**src/rtl/sms_pkg.sv**
```systemverilog
/*
  Shared constants, states and carrier types of the serial peripheral port.
  Assumes a single 100 MHz peripheral clock; no software-visible registers.
*/
`default_nettype none
package sms_pkg;
  // ==========================================================================
  // Widths and counts
  localparam int unsigned SMS_BYTE_W = 8;
  localparam int unsigned SMS_HALF_W = 10;
  localparam int unsigned SMS_HALF_MAX = 1024;
  localparam int unsigned SMS_EDGES_PER_BYTE = 16;
  localparam int unsigned SMS_CLK_PERIOD_NS = 10;
  localparam logic [3:0] SMS_EDGE_LAST = 4'hF;
  localparam logic [2:0] SMS_BIT_LAST = 3'h7;
  localparam logic [7:0] SMS_IDLE_FILL = 8'hFF;
  localparam logic [9:0] SMS_HALF_RST = 10'h000;

  // ==========================================================================
  // Master sequence, Gray coded along idle-lead-transfer-lag
  typedef enum logic [1:0] {
    SMS_ST_IDLE = 2'h0,
    SMS_ST_LEAD = 2'h1,
    SMS_ST_XFER = 2'h3,
    SMS_ST_LAG = 2'h2
  } sms_state_e;

  // ==========================================================================
  // Carriers
  typedef struct packed {
    logic master;
    logic cpol;
    logic cpha;
    logic lsb_first_select;
    logic [SMS_HALF_W-1:0] half_m1;
  } sms_cfg_s;

  typedef struct packed {
    sms_state_e state;
    logic shift_clock;
    logic select_n;
    logic sclk_prev;
    logic sel_prev_n;
    logic [SMS_BYTE_W-1:0] tx_sh;
    logic [SMS_BYTE_W-1:0] rx_sh;
    logic [2:0] bits;
    logic [3:0] edges;
    logic skip;
    logic reload;
    logic rx_valid;
    logic [SMS_BYTE_W-1:0] rx_data;
    logic miso_oe;
  } sms_q_s;

  function automatic logic sms_out_bit(input logic [SMS_BYTE_W-1:0] sh, input logic lsb);
    sms_out_bit = lsb ? sh[0] : sh[SMS_BYTE_W-1];
  endfunction : sms_out_bit

  function automatic logic [SMS_BYTE_W-1:0] sms_shift(input logic [SMS_BYTE_W-1:0] sh, input logic lsb,
                                                       input logic din);
    sms_shift = lsb ? {din, sh[SMS_BYTE_W-1:1]} : {sh[SMS_BYTE_W-2:0], din};
  endfunction : sms_shift
endpackage : sms_pkg
`default_nettype wire

```
**src/rtl/sms_half_tick.sv**
```systemverilog
/*
  Half-period tick generator for the master shift clock.
  Assumes i_half_m1 is stable during a frame; restart holds the count at zero.
*/
`default_nettype none
module sms_half_tick
  import sms_pkg::*;
#(
  parameter int unsigned HALF_W = SMS_HALF_W
) (
  input wire logic i_clock,
  input wire logic i_rst_n,
  input wire logic i_ce,
  input wire logic i_restart,
  input wire logic [HALF_W-1:0] i_half_m1,
  output logic o_tick
);
  // ==========================================================================
  // Elaboration check
  generate
    if (HALF_W < 1 || HALF_W > SMS_HALF_W) begin : g_bad_width
      $error("sms_half_tick: HALF_W out of range");
    end
  endgenerate

  // ==========================================================================
  // Counter
  logic [HALF_W-1:0] cnt_ff;
  logic [HALF_W-1:0] nxt_cnt;

  assign o_tick = i_ce && !i_restart && (cnt_ff == i_half_m1);

  always_comb begin
    if (i_restart || o_tick) begin
      nxt_cnt = '0;
    end else begin
      nxt_cnt = cnt_ff + HALF_W'(1);
    end
  end

  // Half phase never exceeds 2**HALF_W cycles
  always_ff @(posedge i_clock or negedge i_rst_n) begin
    if (!i_rst_n) begin
      cnt_ff <= '0;
    end else if (i_ce) begin
      cnt_ff <= nxt_cnt;
    end
  end
endmodule : sms_half_tick
`default_nettype wire

```
**src/rtl/sms_port.sv**
```systemverilog
/*
  Serial peripheral port, master or slave, one byte per handshake.
  Assumes all pin inputs are synchronous to i_clock; pads resolve the enables.
*/
// Notes on behaviour
// - The port runs either as master driving shift clock and select, or as slave of an external master.
// - As master the shift clock is the peripheral clock divided by 2 up to 2048.
// - As master, select leads the first edge and lags the last edge by at least half a clock period.
// - As master, each clock phase lasts at most 1024 peripheral clocks.
// - As slave, MISO is released while deselected and driven within one clock after select asserts.
// - As slave, MISO is released within one clock after select deasserts.
// - Bit order is MSB first when lsb_first_select is low and LSB first when it is high.
// - Both clock-phase settings are supported, data changing on trailing edges or on leading edges after the first.
`default_nettype none
module sms_port
  import sms_pkg::*;
#(
  parameter int unsigned HALF_W = SMS_HALF_W
) (
  input wire logic i_clock,
  input wire logic i_rst_n,
  input wire logic i_ce,
  input wire sms_cfg_s i_cfg,
  input wire logic i_tx_valid,
  input wire logic [SMS_BYTE_W-1:0] i_tx_data,
  output logic o_tx_ready,
  output logic o_rx_valid,
  output logic [SMS_BYTE_W-1:0] o_rx_data,
  output logic o_busy,
  input wire logic i_shift_clock,
  output logic o_shift_clock,
  output logic o_shift_clock_oe,
  input wire logic i_select_n,
  output logic o_select_n,
  output logic o_select_n_oe,
  input wire logic i_mosi,
  output logic o_mosi,
  output logic o_mosi_oe,
  input wire logic i_miso,
  output logic o_miso,
  output logic o_miso_oe
);
  // ==========================================================================
  // Elaboration check
  generate
    if (HALF_W != SMS_HALF_W) begin : g_bad_width
      $error("sms_port: HALF_W must match the 1024-cycle phase limit");
    end
  endgenerate

  // ==========================================================================
  // State and divider
  sms_q_s q_ff;
  sms_q_s nxt_q;
  logic tick;
  logic master;
  logic idle;

  assign master = i_cfg.master;
  assign idle = (q_ff.state == SMS_ST_IDLE);

  sms_half_tick #(
    .HALF_W(HALF_W)
  ) u_tick (
    .i_clock(i_clock),
    .i_rst_n(i_rst_n),
    .i_ce(i_ce),
    .i_restart(idle || !master),
    .i_half_m1(i_cfg.half_m1),
    .o_tick(tick)
  );

  // ==========================================================================
  // Edge decode
  logic sel_act;
  logic lead_edge;
  logic trail_edge;
  logic sample_edge;
  logic shift_edge;
  logic frame_start;
  logic load_now;
  logic din;
  logic [SMS_BYTE_W-1:0] rx_next;

  always_comb begin
    sel_act = !i_select_n;
    if (master) begin
      lead_edge = tick && (q_ff.state == SMS_ST_XFER) && !q_ff.edges[0];
      trail_edge = tick && (q_ff.state == SMS_ST_XFER) && q_ff.edges[0];
      frame_start = idle && i_tx_valid && i_ce;
      din = i_miso;
    end else begin
      // Slave edges rely on the master's slow clock and select spacing
      lead_edge = sel_act && (q_ff.sclk_prev == i_cfg.cpol) && (i_shift_clock != i_cfg.cpol);
      trail_edge = sel_act && (q_ff.sclk_prev != i_cfg.cpol) && (i_shift_clock == i_cfg.cpol);
      frame_start = q_ff.sel_prev_n && sel_act;
      din = i_mosi;
    end
    sample_edge = i_cfg.cpha ? trail_edge : lead_edge;
    shift_edge = i_cfg.cpha ? lead_edge : trail_edge;
    load_now = frame_start || (shift_edge && q_ff.reload);
    rx_next = sms_shift(q_ff.rx_sh, i_cfg.lsb_first_select, din);
  end

  // ==========================================================================
  // Next state
  always_comb begin
    nxt_q = q_ff;
    nxt_q.rx_valid = 1'b0;
    nxt_q.sclk_prev = i_shift_clock;
    nxt_q.sel_prev_n = i_select_n;
    nxt_q.miso_oe = !master && sel_act;

    if (load_now) begin
      nxt_q.tx_sh = i_tx_valid ? i_tx_data : SMS_IDLE_FILL;
      nxt_q.reload = 1'b0;
      // With CPHA 1 the first bit is already on the line at the first edge
      nxt_q.skip = i_cfg.cpha && frame_start;
      if (frame_start) begin
        nxt_q.bits = '0;
      end
    end else if (shift_edge) begin
      if (q_ff.skip) begin
        nxt_q.skip = 1'b0;
      end else begin
        nxt_q.tx_sh = sms_shift(q_ff.tx_sh, i_cfg.lsb_first_select, 1'b0);
      end
    end

    if (sample_edge) begin
      nxt_q.rx_sh = rx_next;
      nxt_q.bits = q_ff.bits + 3'h1;
      if (q_ff.bits == SMS_BIT_LAST) begin
        nxt_q.rx_data = rx_next;
        nxt_q.rx_valid = 1'b1;
        nxt_q.reload = 1'b1;
      end
    end

    if (!master && !sel_act) begin
      nxt_q.bits = '0;
      nxt_q.reload = 1'b0;
      nxt_q.skip = 1'b0;
    end

    case (q_ff.state)
      SMS_ST_IDLE: begin
        nxt_q.shift_clock = i_cfg.cpol;
        nxt_q.edges = '0;
        if (master && frame_start) begin
          nxt_q.select_n = 1'b0;
          nxt_q.state = SMS_ST_LEAD;
        end
      end
      SMS_ST_LEAD: begin
        if (tick) begin
          nxt_q.state = SMS_ST_XFER;
        end
      end
      SMS_ST_XFER: begin
        if (tick) begin
          nxt_q.shift_clock = !q_ff.shift_clock;
          nxt_q.edges = q_ff.edges + 4'h1;
          if (q_ff.edges == SMS_EDGE_LAST) begin
            nxt_q.state = SMS_ST_LAG;
          end
        end
      end
      SMS_ST_LAG: begin
        if (tick) begin
          nxt_q.select_n = 1'b1;
          nxt_q.state = SMS_ST_IDLE;
        end
      end
      default: begin
        nxt_q.state = SMS_ST_IDLE;
        nxt_q.select_n = 1'b1;
      end
    endcase

    // Dropping master mode mid-frame abandons the frame cleanly
    if (!master) begin
      nxt_q.state = SMS_ST_IDLE;
      nxt_q.select_n = 1'b1;
      nxt_q.shift_clock = i_cfg.cpol;
    end
  end

  // ==========================================================================
  // Registers
  always_ff @(posedge i_clock or negedge i_rst_n) begin
    if (!i_rst_n) begin
      q_ff <= '{state: SMS_ST_IDLE, shift_clock: 1'b0, select_n: 1'b1, sclk_prev: 1'b0, sel_prev_n: 1'b1,
                tx_sh: SMS_IDLE_FILL, rx_sh: '0, bits: '0, edges: '0, skip: 1'b0, reload: 1'b0,
                rx_valid: 1'b0, rx_data: '0, miso_oe: 1'b0};
    end else if (i_ce) begin
      q_ff <= nxt_q;
    end
  end

  // ==========================================================================
  // Outputs
  assign o_tx_ready = i_ce && (master ? idle : load_now);
  assign o_rx_valid = q_ff.rx_valid;
  assign o_rx_data = q_ff.rx_data;
  assign o_busy = master ? !idle : !i_select_n;
  assign o_shift_clock = q_ff.shift_clock;
  assign o_shift_clock_oe = master;
  assign o_select_n = q_ff.select_n;
  assign o_select_n_oe = master;
  assign o_mosi = sms_out_bit(q_ff.tx_sh, i_cfg.lsb_first_select);
  assign o_mosi_oe = master;
  assign o_miso = sms_out_bit(q_ff.tx_sh, i_cfg.lsb_first_select);
  assign o_miso_oe = q_ff.miso_oe;
endmodule : sms_port
`default_nettype wire

```
**config.mk**
```make
export PLATFORM = sky130hd
export DESIGN_NAME = sms_port
export DESIGN_NICKNAME = d
export VERILOG_FILES = /design/src/rtl/sms_pkg.sv /design/src/rtl/sms_half_tick.sv /design/src/rtl/sms_port.sv
export SDC_FILE = /design/constraint.sdc
export NUM_CORES = 1
export LEC_CHECK = 0
export ABC_AREA = 0
export BUFFER_PORTS_ARGS = -buffer_cell sky130_fd_sc_hd__buf_2
export CORE_UTILIZATION = 35
export CTS_BUF_LIST = sky130_fd_sc_hd__clkbuf_16
export CTS_CLUSTER_SIZE = 8
export DETAILED_ROUTE_END_ITERATION = 6
export PLACE_DENSITY = 0.62
export RECOVER_POWER = 100
export SLEW_MARGIN = 5
export SYNTH_ARGS = -nofsm -noshare
export SYNTH_HDL_FRONTEND = slang
export SYNTH_SLANG_ARGS = --single-unit
```
**constraint.sdc**
```tcl
create_clock -name i_clock -period 5.1 [get_ports i_clock]
set_input_delay 0 -clock i_clock [delete_from_list [all_inputs] [get_ports i_clock]]
set_output_delay 0 -clock i_clock [all_outputs]
set_load 0.005 [all_outputs]
```
# After elaboration in Yosys (flattened, before gate mapping)
# Cells that the tools add are included.
# op_classes
n_addsub,3
eq_ne,19
mux,39
n_reduce_logical,42
# ops
op,count
$mux 8,6
$mux 10,3
$logic_and 1x1->1,18
$mux 3,5
$reduce_and 3->1,5
$mux 1,14
$add 10x1->10 const B,1
$eq 10x10->1,1
$mux 2,5
$ne 3x3->1 const B,3
$reduce_bool 3->1,3
$mux 4,2
$pmux 2 s4,1
$pmux 4 s2,1
$logic_not 1->1,6
$ne 3x1->1 const B,2
$ne 3x2->1 const B,2
$reduce_and 6->1,1
$add 4x1->4 const B,1
$eq 2x2->1 const B,2
$eq 4x4->1 const B,1
$pmux 1 s2,2
$reduce_and 2->1,2
$reduce_and 4->1,1
10 further kinds,15
# word_totals
reg_bits,51
in_bits,30
out_inout_bits,19
word_cells,118

# Longest topological paths before layout
# Gate-level depths: netlist (run 1).
# logic_depth
ltp_word,15
mapped_depth,8
mapped_depth_nobuf,6

# Hierarchy
# From an unflattened synthesis (run 1), not the netlist that was laid out.
# unflattened
cells_unflattened,296
hier_area_um2,3039.2
# by_module_without_submodules
module,instances,cells_each,area_per_inst_um2,seq_area_each_um2
sms_port,1,228,2402.3,1038.5
sms_half_tick,1,68,636.9,250.2

# Worst setup path before layout (run 1)
# No wires, ideal clock.
# synth_timing
kind,register to register
start,register u_tick.cnt_ff[1]
end,register q_ff[19] (netlist bit)
setup_ns,0.125
arrival_ns,2.200
t_required_ns,4.975
path_slack_ns,2.774
path_stages_with_launch,8
n_path_buf,1
synth_period_minus_slack_ns,2.326
path_cell_list,dfrtp_1 -> xor2_1 -> nor4_1 -> nand3_1 -> o31a_1 -> or3_1 -> buf_6 -> mux2_4
# synth_via
elab_chain_len,7
word_cells_on_any_way,9
cone_classes,eq/ne (1); mux (3); reduce/logical (5)
# synth_lines
element,line,rtl
"start, declared",sms_half_tick.sv:28,logic [HALF_W-1:0] cnt_ff;
"start signal, assigned",sms_half_tick.sv:46,cnt_ff <= nxt_cnt;
$eq 10x10->1 (*),sms_half_tick.sv:31,assign o_tick = i_ce && !i_restart && (cnt_ff == i_half_m1);
$logic_and 1x1->1 (*),sms_half_tick.sv:31,
$logic_and 1x1->1 (*),"sms_port.sv:88, sms_port.sv:89",
$logic_and 1x1->1 (on tied branches),"sms_port.sv:88, sms_port.sv:89",
$mux 1,sms_port.sv:87,if (master) begin
$mux 1 (*),sms_port.sv:99,sample_edge = i_cfg.cpha ? trail_edge : lead_edge;
$reduce_and 2->1 (no source line) (*),n/a,
"end signal, assigned",sms_port.sv:193,"q_ff <= '{state: SMS_ST_IDLE, shift_clock: 1'b0, select_n: 1'b1, sclk_prev: 1'b0, sel_prev_n: 1'b1,"
"end signal, assigned",sms_port.sv:197,q_ff <= nxt_q;
"end, declared",sms_port.sv:53,sms_q_s q_ff;
# Every way passes the cells marked *; elsewhere a longest branch is shown, timed or not.
# A chain may end at the register's enable or synchronous reset.

# Final worst setup path (run 1)
# layout_timing
start,register q_ff[40] (netlist bit)
end,"register q_ff, in the netlist o_rx_data[2]"
# layout_via
elab_chain_len,10
word_cells_on_any_way,13
cone_classes,eq/ne (1); mux (3); reduce/logical (9)
# layout_lines
element,line,rtl
$logic_not 2->1,sms_port.sv:60,assign idle = (q_ff.state == SMS_ST_IDLE);
$logic_or 1x1->1,sms_port.sv:68,".i_restart(idle || !master),"
$logic_not 1->1,sms_half_tick.sv:31,
$logic_and 1x1->1 (2 in series),sms_half_tick.sv:31,
$logic_and 1x1->1 (*),"sms_port.sv:88, sms_port.sv:89",
$logic_and 1x1->1 (on tied branches),"sms_port.sv:88, sms_port.sv:89",
$mux 1,sms_port.sv:87,
$mux 1 (*),sms_port.sv:99,
$reduce_and 3->1 (no source line) (*),n/a,
# Marked as above.

==> flow_summary.toml, run 1 <==
[outcome]
status = "finished with violations"
violations = "max-capacitance violations, max-slew violations"

[pwr]
comb_power_share = 0.198
clkPwrFrac = 0.329
p_seq_frac = 0.473
switching_share = 0.270
internal_power_uw = 860
p_leak_uw = 0.00151
powerDensity_nw_per_um2 = 349
p_switching_uw = 318
peakVddDrop_v = 0.000184

[logic_synthesis]
postSynth.asyncResetShare = 1.00
netlist_area_um2 = 3030
synth_compound_area_frac = 0.134
synth_cell_type_count = 47
synth_xor_xnor_area_share = 0.0462
ys_ff_latch = 51
synth-warning-count = 0
synth_top_family_by_area = "multiplexers"
postSynthCellCount = 286
synth_area_per_cell_um2 = 10.6
synth_edf_count = 0
muxShareOfSynthArea = 0.177
synth-simple-area-share = 0.145
yosys.area_share.adder = 0.0165
synth_nets = 320
seq_area_frac_synth = 0.425
ys.flop_type = "dfrtp_1"

[sta]
maxSlewViolCount = 52
hold_viol_final = 0
layout_setup_ws_ns = 1.44
tightest_slew_ns = 2.68
finalCritPeriodShare = 0.717
max_freq_mhz = 273
fin_crit_ns = 3.66
tns_ns = 0
maxSlewHeadroom = -0.788
setup_viol = 0
finalClockSkew_ns = 0.0110
whs_ns = 0.0108
rsz0062_at_grt = "no"

[floorplanning]
dieArea_um2 = 9040
coreArea_um2 = 8300
rows = 33
io_pins = 49
die_x_um = 95.1
die_h_um = 95.1
start_util = 0.365

[global_routing]
grt_max_degree = 52
use_met3 = 0.0327
antenna_found_initial = 0
use_met1 = 0.215
busiest_layer = "met2"
overflow = 0
grt_pass1_wl_mm = 10.3
grt_pass1_vias = 2031
use_met2 = 0.218
grt_usage = 0.147

[finish]
final_common_cell = "dfrtp_1"
finalInstanceArea_um2 = 3370
layout_common_cells = "41 x dfrtp_1, 35 x buf_2, 29 x mux2_2"
diodes = 0
drive_gt1_frac = 0.261
syn2layout_area_growth_pct = 11.2
fin_nets = 351

[clock_tree]
cts_buffer_depth = 2
htreeDepth = 2
cts_setup_buffers = 0
clk_pin_slew_ns = 0.07
clockRootBuffer = "clkbuf_16"
clock_latency_ns = 0.29
cts_buffers = 5
cts_tree = "built"
cts.sinks = 51

[min_path]
holdPathEnd = "q_ff[36]"
hold_path.class = "input port to flip-flop"
worstHoldStart = "i_shift_clock"
min_path_cells = 2

[routing]
ant_nets = 0
wl_mm = 6.29
via_per_inst = 5.20
drt_iter0_markers = 158
vias = 2198
firstDrtPassIters = 4
drc = 0
wire_per_inst_um = 14.9

[place]
dp_hpwl_mm = 4.47
place_ws_ns = 2.16
port_buffers = 48
dpl_cell_area_um2 = 3260
gp_congestion = 0.791

[job]
drv_cap = 1

[critical_path]
crit_type = "flip-flop to flip-flop"
path_max_fanout = 17
crit_required_ns = 5.28
rrSetupSlack_ns = 1.44
endpoint_kind = "flip-flop"
rr_startpoint = "q_ff[40]"
r2r-end = "o_rx_data[2]"
worst_r2r_path_depth = 6
cp-start-kind = "flip-flop"
cp.arrival_ns = 3.84
per-layer routing:
layer,up-vias,wire (um)
met5,-,0
li1,1095,-
met4,0,55
met1,1055,3070
met2,43,2900
met3,5,268
Yosys cell counts, types with 5 or more instances:
cell type / number / area, um2
dfrtp_1: 41 / 1030
clkbuf_1: 10 / 37.5
o21ai_0: 7 / 35.0
nand3_1: 12 / 60.1
a21oi_1: 24 / 120
and3_1: 6 / 37.5
nor3b_1: 10 / 75.1
nor2_1: 11 / 41.3
xor2_1: 11 / 96.3
mux2_2: 29 / 327
nand2_1: 14 / 52.6
xnor2_1: 5 / 43.8
buf_4: 13 / 97.6
nand2b_1: 8 / 50.1
dfstp_2: 10 / 263
mux2_4: 8 / 120
mux2i_1: 9 / 90.1
o2bb2ai_1: 5 / 43.8
power groups by stage:
stage / clock [uW] / combinational [uW] / sequential [uW]
finish: 387 / 233 / 557
global route: 413 / 265 / 569
CTS: 400 / 262 / 559
detailed placement: 0 / 261 / 566
global placement: 0 / 253 / 563
floorplan: 0 / 208 / 544
metrics by stage:
stage | std cells | util | total power [uW]
2_1_floorplan | 286 | - | 753
3_3_place_gp | 414 | 0.392 | 816
3_5_place_dp | 414 | 0.392 | 827
4_1_cts | 423 | 0.414 | 1220
5_1_grt | 423 | 0.406 | 1250
6_report | 423 | 0.406 | 1180
critical path, stage by stage (launching register included):
cell and delay [ns]:
dfrtp_1 0.64, o21ai_0 0.43, nor4_2 0.41, nand3_1 0.25, o31a_1 0.37, nor3_1 1.03
mux2_2 0.42
state kept, by name, summed over array words and instances (netlist names):
| signal | flops |
|---|---|
| o_rx_data | 8 |
| u_tick.cnt_ff | 10 |
| o_rx_valid | 1 |
| o_select_n | 1 |
| o_miso_oe | 1 |
| o_shift_clock | 1 |
| q_ff | 29 |
worst max-delay path by stage:
| stage | from | end | slack [ns] | cells after the start |
|---|---|---|---|---|
| 2_1_floorplan | u_tick.cnt_ff[1] | q_ff[19] | 2.77 | 7 |
| 3_3_place_gp | i_ce | q_ff[26] | 2.25 | 7 |
| 3_5_place_dp | q_ff[40] | q_ff[21] | 2.16 | 6 |
| 4_1_cts | q_ff[40] | q_ff[21] | 2.17 | 6 |
| 5_1_grt | q_ff[40] | o_rx_data[3] | 1.04 | 6 |
| 6_report | q_ff[40] | o_rx_data[2] | 1.44 | 6 |
timing repair:
action / CTS / global route
hold buffers: 1 / 0
hold endpoints to repair: 41 / 0
gates resized for setup: 0 / 0
endpoints found under the setup margin: 0 / 0
logic make-up after synthesis:
family / Yosys count
flip-flops: 51
AO/OA/AOI/OAI: 62
adder cells (fa/ha/maj): 4
multiplexers: 46
AND/OR/NAND/NOR: 77
XOR/XNOR: 16
buffers and inverters: 30
final cells by class:
class                   count  area, um2
multi-input cells         205       1530
inverters                   4       15.0
well taps                 105        131
clock inverters             3       46.3
clock buffers               5        125
flip-flops and latches     51       1290
repair buffers             50        238
fillers                   833       4930
No activity file was read; power rests on OpenSTA's default activity.
==> run 2, diff against run 1 <==
clock period = 3.76 ns   (was 5.1 ns; I/O delays follow)
==> flow_summary.toml, run 2 (synthesized netlist as in run 1, its figures left out) <==
[outcome]
status = "finished with violations"
violations = "max-capacitance violations, max-slew violations"

[floorplanning]
coreArea_um2 = 8300
dieArea_um2 = 9040
start_util = 0.365
rows = 33
die_h_um = 95.1
io_pins = 49
die_x_um = 95.1

[pwr]
comb_power_share = 0.202
p_switching_uw = 428
peakVddDrop_v = 0.000264
p_seq_frac = 0.471
p_leak_uw = 0.00154
clkPwrFrac = 0.326
switching_share = 0.268
internal_power_uw = 1170
powerDensity_nw_per_um2 = 469

[critical_path]
path_max_fanout = 17
slowest_delay_ns = 0.63
cp.arrival_ns = 3.30
crit_type = "flip-flop to flip-flop"
worst_r2r_path_depth = 6
crit_cells = 6
r2r-end = "q_ff[21]"
path_delay_family = "simple AND/OR/NAND/NOR gates"
cp-startpoint = "q_ff[40]"
cpMaxStageDelayCell = "dfrtp_1"
critPathBufInv = 0
worstPathCellList = "o21ai_0, nor4_2, nand3_1, o31a_1, or3_1, mux2_1"
endpoint_kind = "flip-flop"
rr_startpoint = "q_ff[40]"
cp-start-kind = "flip-flop"
cp-endpoint = "q_ff[21]"
crit_required_ns = 3.93
rrSetupSlack_ns = 0.63

[clock_tree]
clk_pin_slew_ns = 0.07
cts_tree = "built"
clock_latency_ns = 0.29
htreeDepth = 2
cts.sinks = 51
cts_setup_buffers = 0
ctsHoldBuffers = 1
cts_buffers = 5
clockRootBuffer = "clkbuf_16"
cts_buffer_depth = 2
cts_resized = 0

[routing]
drt_iter0_markers = 74
ant_nets = 0
wl_mm = 6.35
vias = 2248
firstDrtPassIters = 4
drc = 0
via_per_inst = 5.28
wire_per_inst_um = 14.9

[sta]
maxSlewHeadroom = -0.810
setup_viol = 0
max_freq_mhz = 319
maxSlewViolCount = 52
fin_crit_ns = 3.13
hold_viol_final = 0
tns_ns = 0
tightest_slew_ns = 2.72
finalCritPeriodShare = 0.834
rsz0062_at_grt = "no"
finalClockSkew_ns = 0.00535

[global_routing]
grt_max_degree = 52
antenna_found_initial = 0
grt_pass1_vias = 2180
grt_pass1_wl_mm = 10.7
overflow = 0
grt_usage = 0.152

[finish]
post-route-util = 0.411
fin_nets = 354
syn2layout_area_growth_pct = 12.5
top_register = "q_ff"
diodes = 0
layout_common_cells = "41 x dfrtp_1, 37 x buf_2, 29 x mux2_2"
drive_gt1_frac = 0.277
largest_reg_flops = 29
final_common_cell = "dfrtp_1"

[place]
gp_congestion = 0.817
dp_hpwl_mm = 4.54
port_buffers = 48

[job]
drv_cap = 1

[min_path]
hold_path.class = "input port to flip-flop"
==> run 2: cell count changes in the layout (fill, tap and decap cells not counted) <==
cell        previous run  this run
clkinv_4               0         1
nor3_1                 3         2
nor3_4                 0         1
clkinvlp_4             1         0
clkbuf_1              14        12
buf_4                  0         3
buf_2                 35        37
==> run 2: metrics by stage <==
stage / total power, uW / hold slack (ns) / cell area, um2 / instances / worst slack, ns
6_report: 1600 / 0.0118 / 3410 / 426 / 0.626
5_1_grt: 1690 / 0.0129 / 3410 / 426 / 0.344
4_1_cts: 1660 / 0.00256 / 3460 / 426 / 0.839
3_5_place_dp: 1120 / 0.157 / 3280 / 417 / 0.849
3_3_place_gp: 1110 / 0.153 / 3280 / 417 / 0.942
2_1_floorplan: 1020 / -0.296 / 3030 / 286 / 1.43
==> run 2: worst min-delay path by stage <==
| stage | slack, ns | endpoint | startpoint | cells past startpoint |
|---|---|---|---|---|
| finish | 0.01 | q_ff[36] | i_shift_clock | 2 |
| global route | 0.01 | q_ff[36] | i_shift_clock | 2 |
| CTS | 0.003 | q_ff[36] | i_shift_clock | 2 |
| detailed placement | 0.16 | q_ff[39] | i_rst_n | 2 |
| global placement | 0.15 | q_ff[39] | i_rst_n | 2 |
| floorplan | -0.30 | o_miso_oe | i_rst_n | 0 |
==> run 2: final cells by class <==
cell class	count	area, um2
fill	834	4890
multi-input combinational	205	1540
sequential	51	1290
timing repair buffer	53	263
tap	105	131
clock buffer	5	125
clock inverter	3	47.5
inverter	4	15.0
==> run 2: power groups by stage <==
stage	Clock, uW	Combinational [uW]	Sequential (uW)
after floorplan	0	282	738
after global placement	0	347	763
after detailed placement	0	357	766
after CTS	542	359	757
after global routing	561	364	770
final	522	323	753
==> run 2: routing by layer <==
metal / wire length [um] / track usage
met3: 251 / 0.0295
met1: 2980 / 0.209
met5: 0 / 0
met4: 119 / 0.0556
met2: 3000 / 0.237
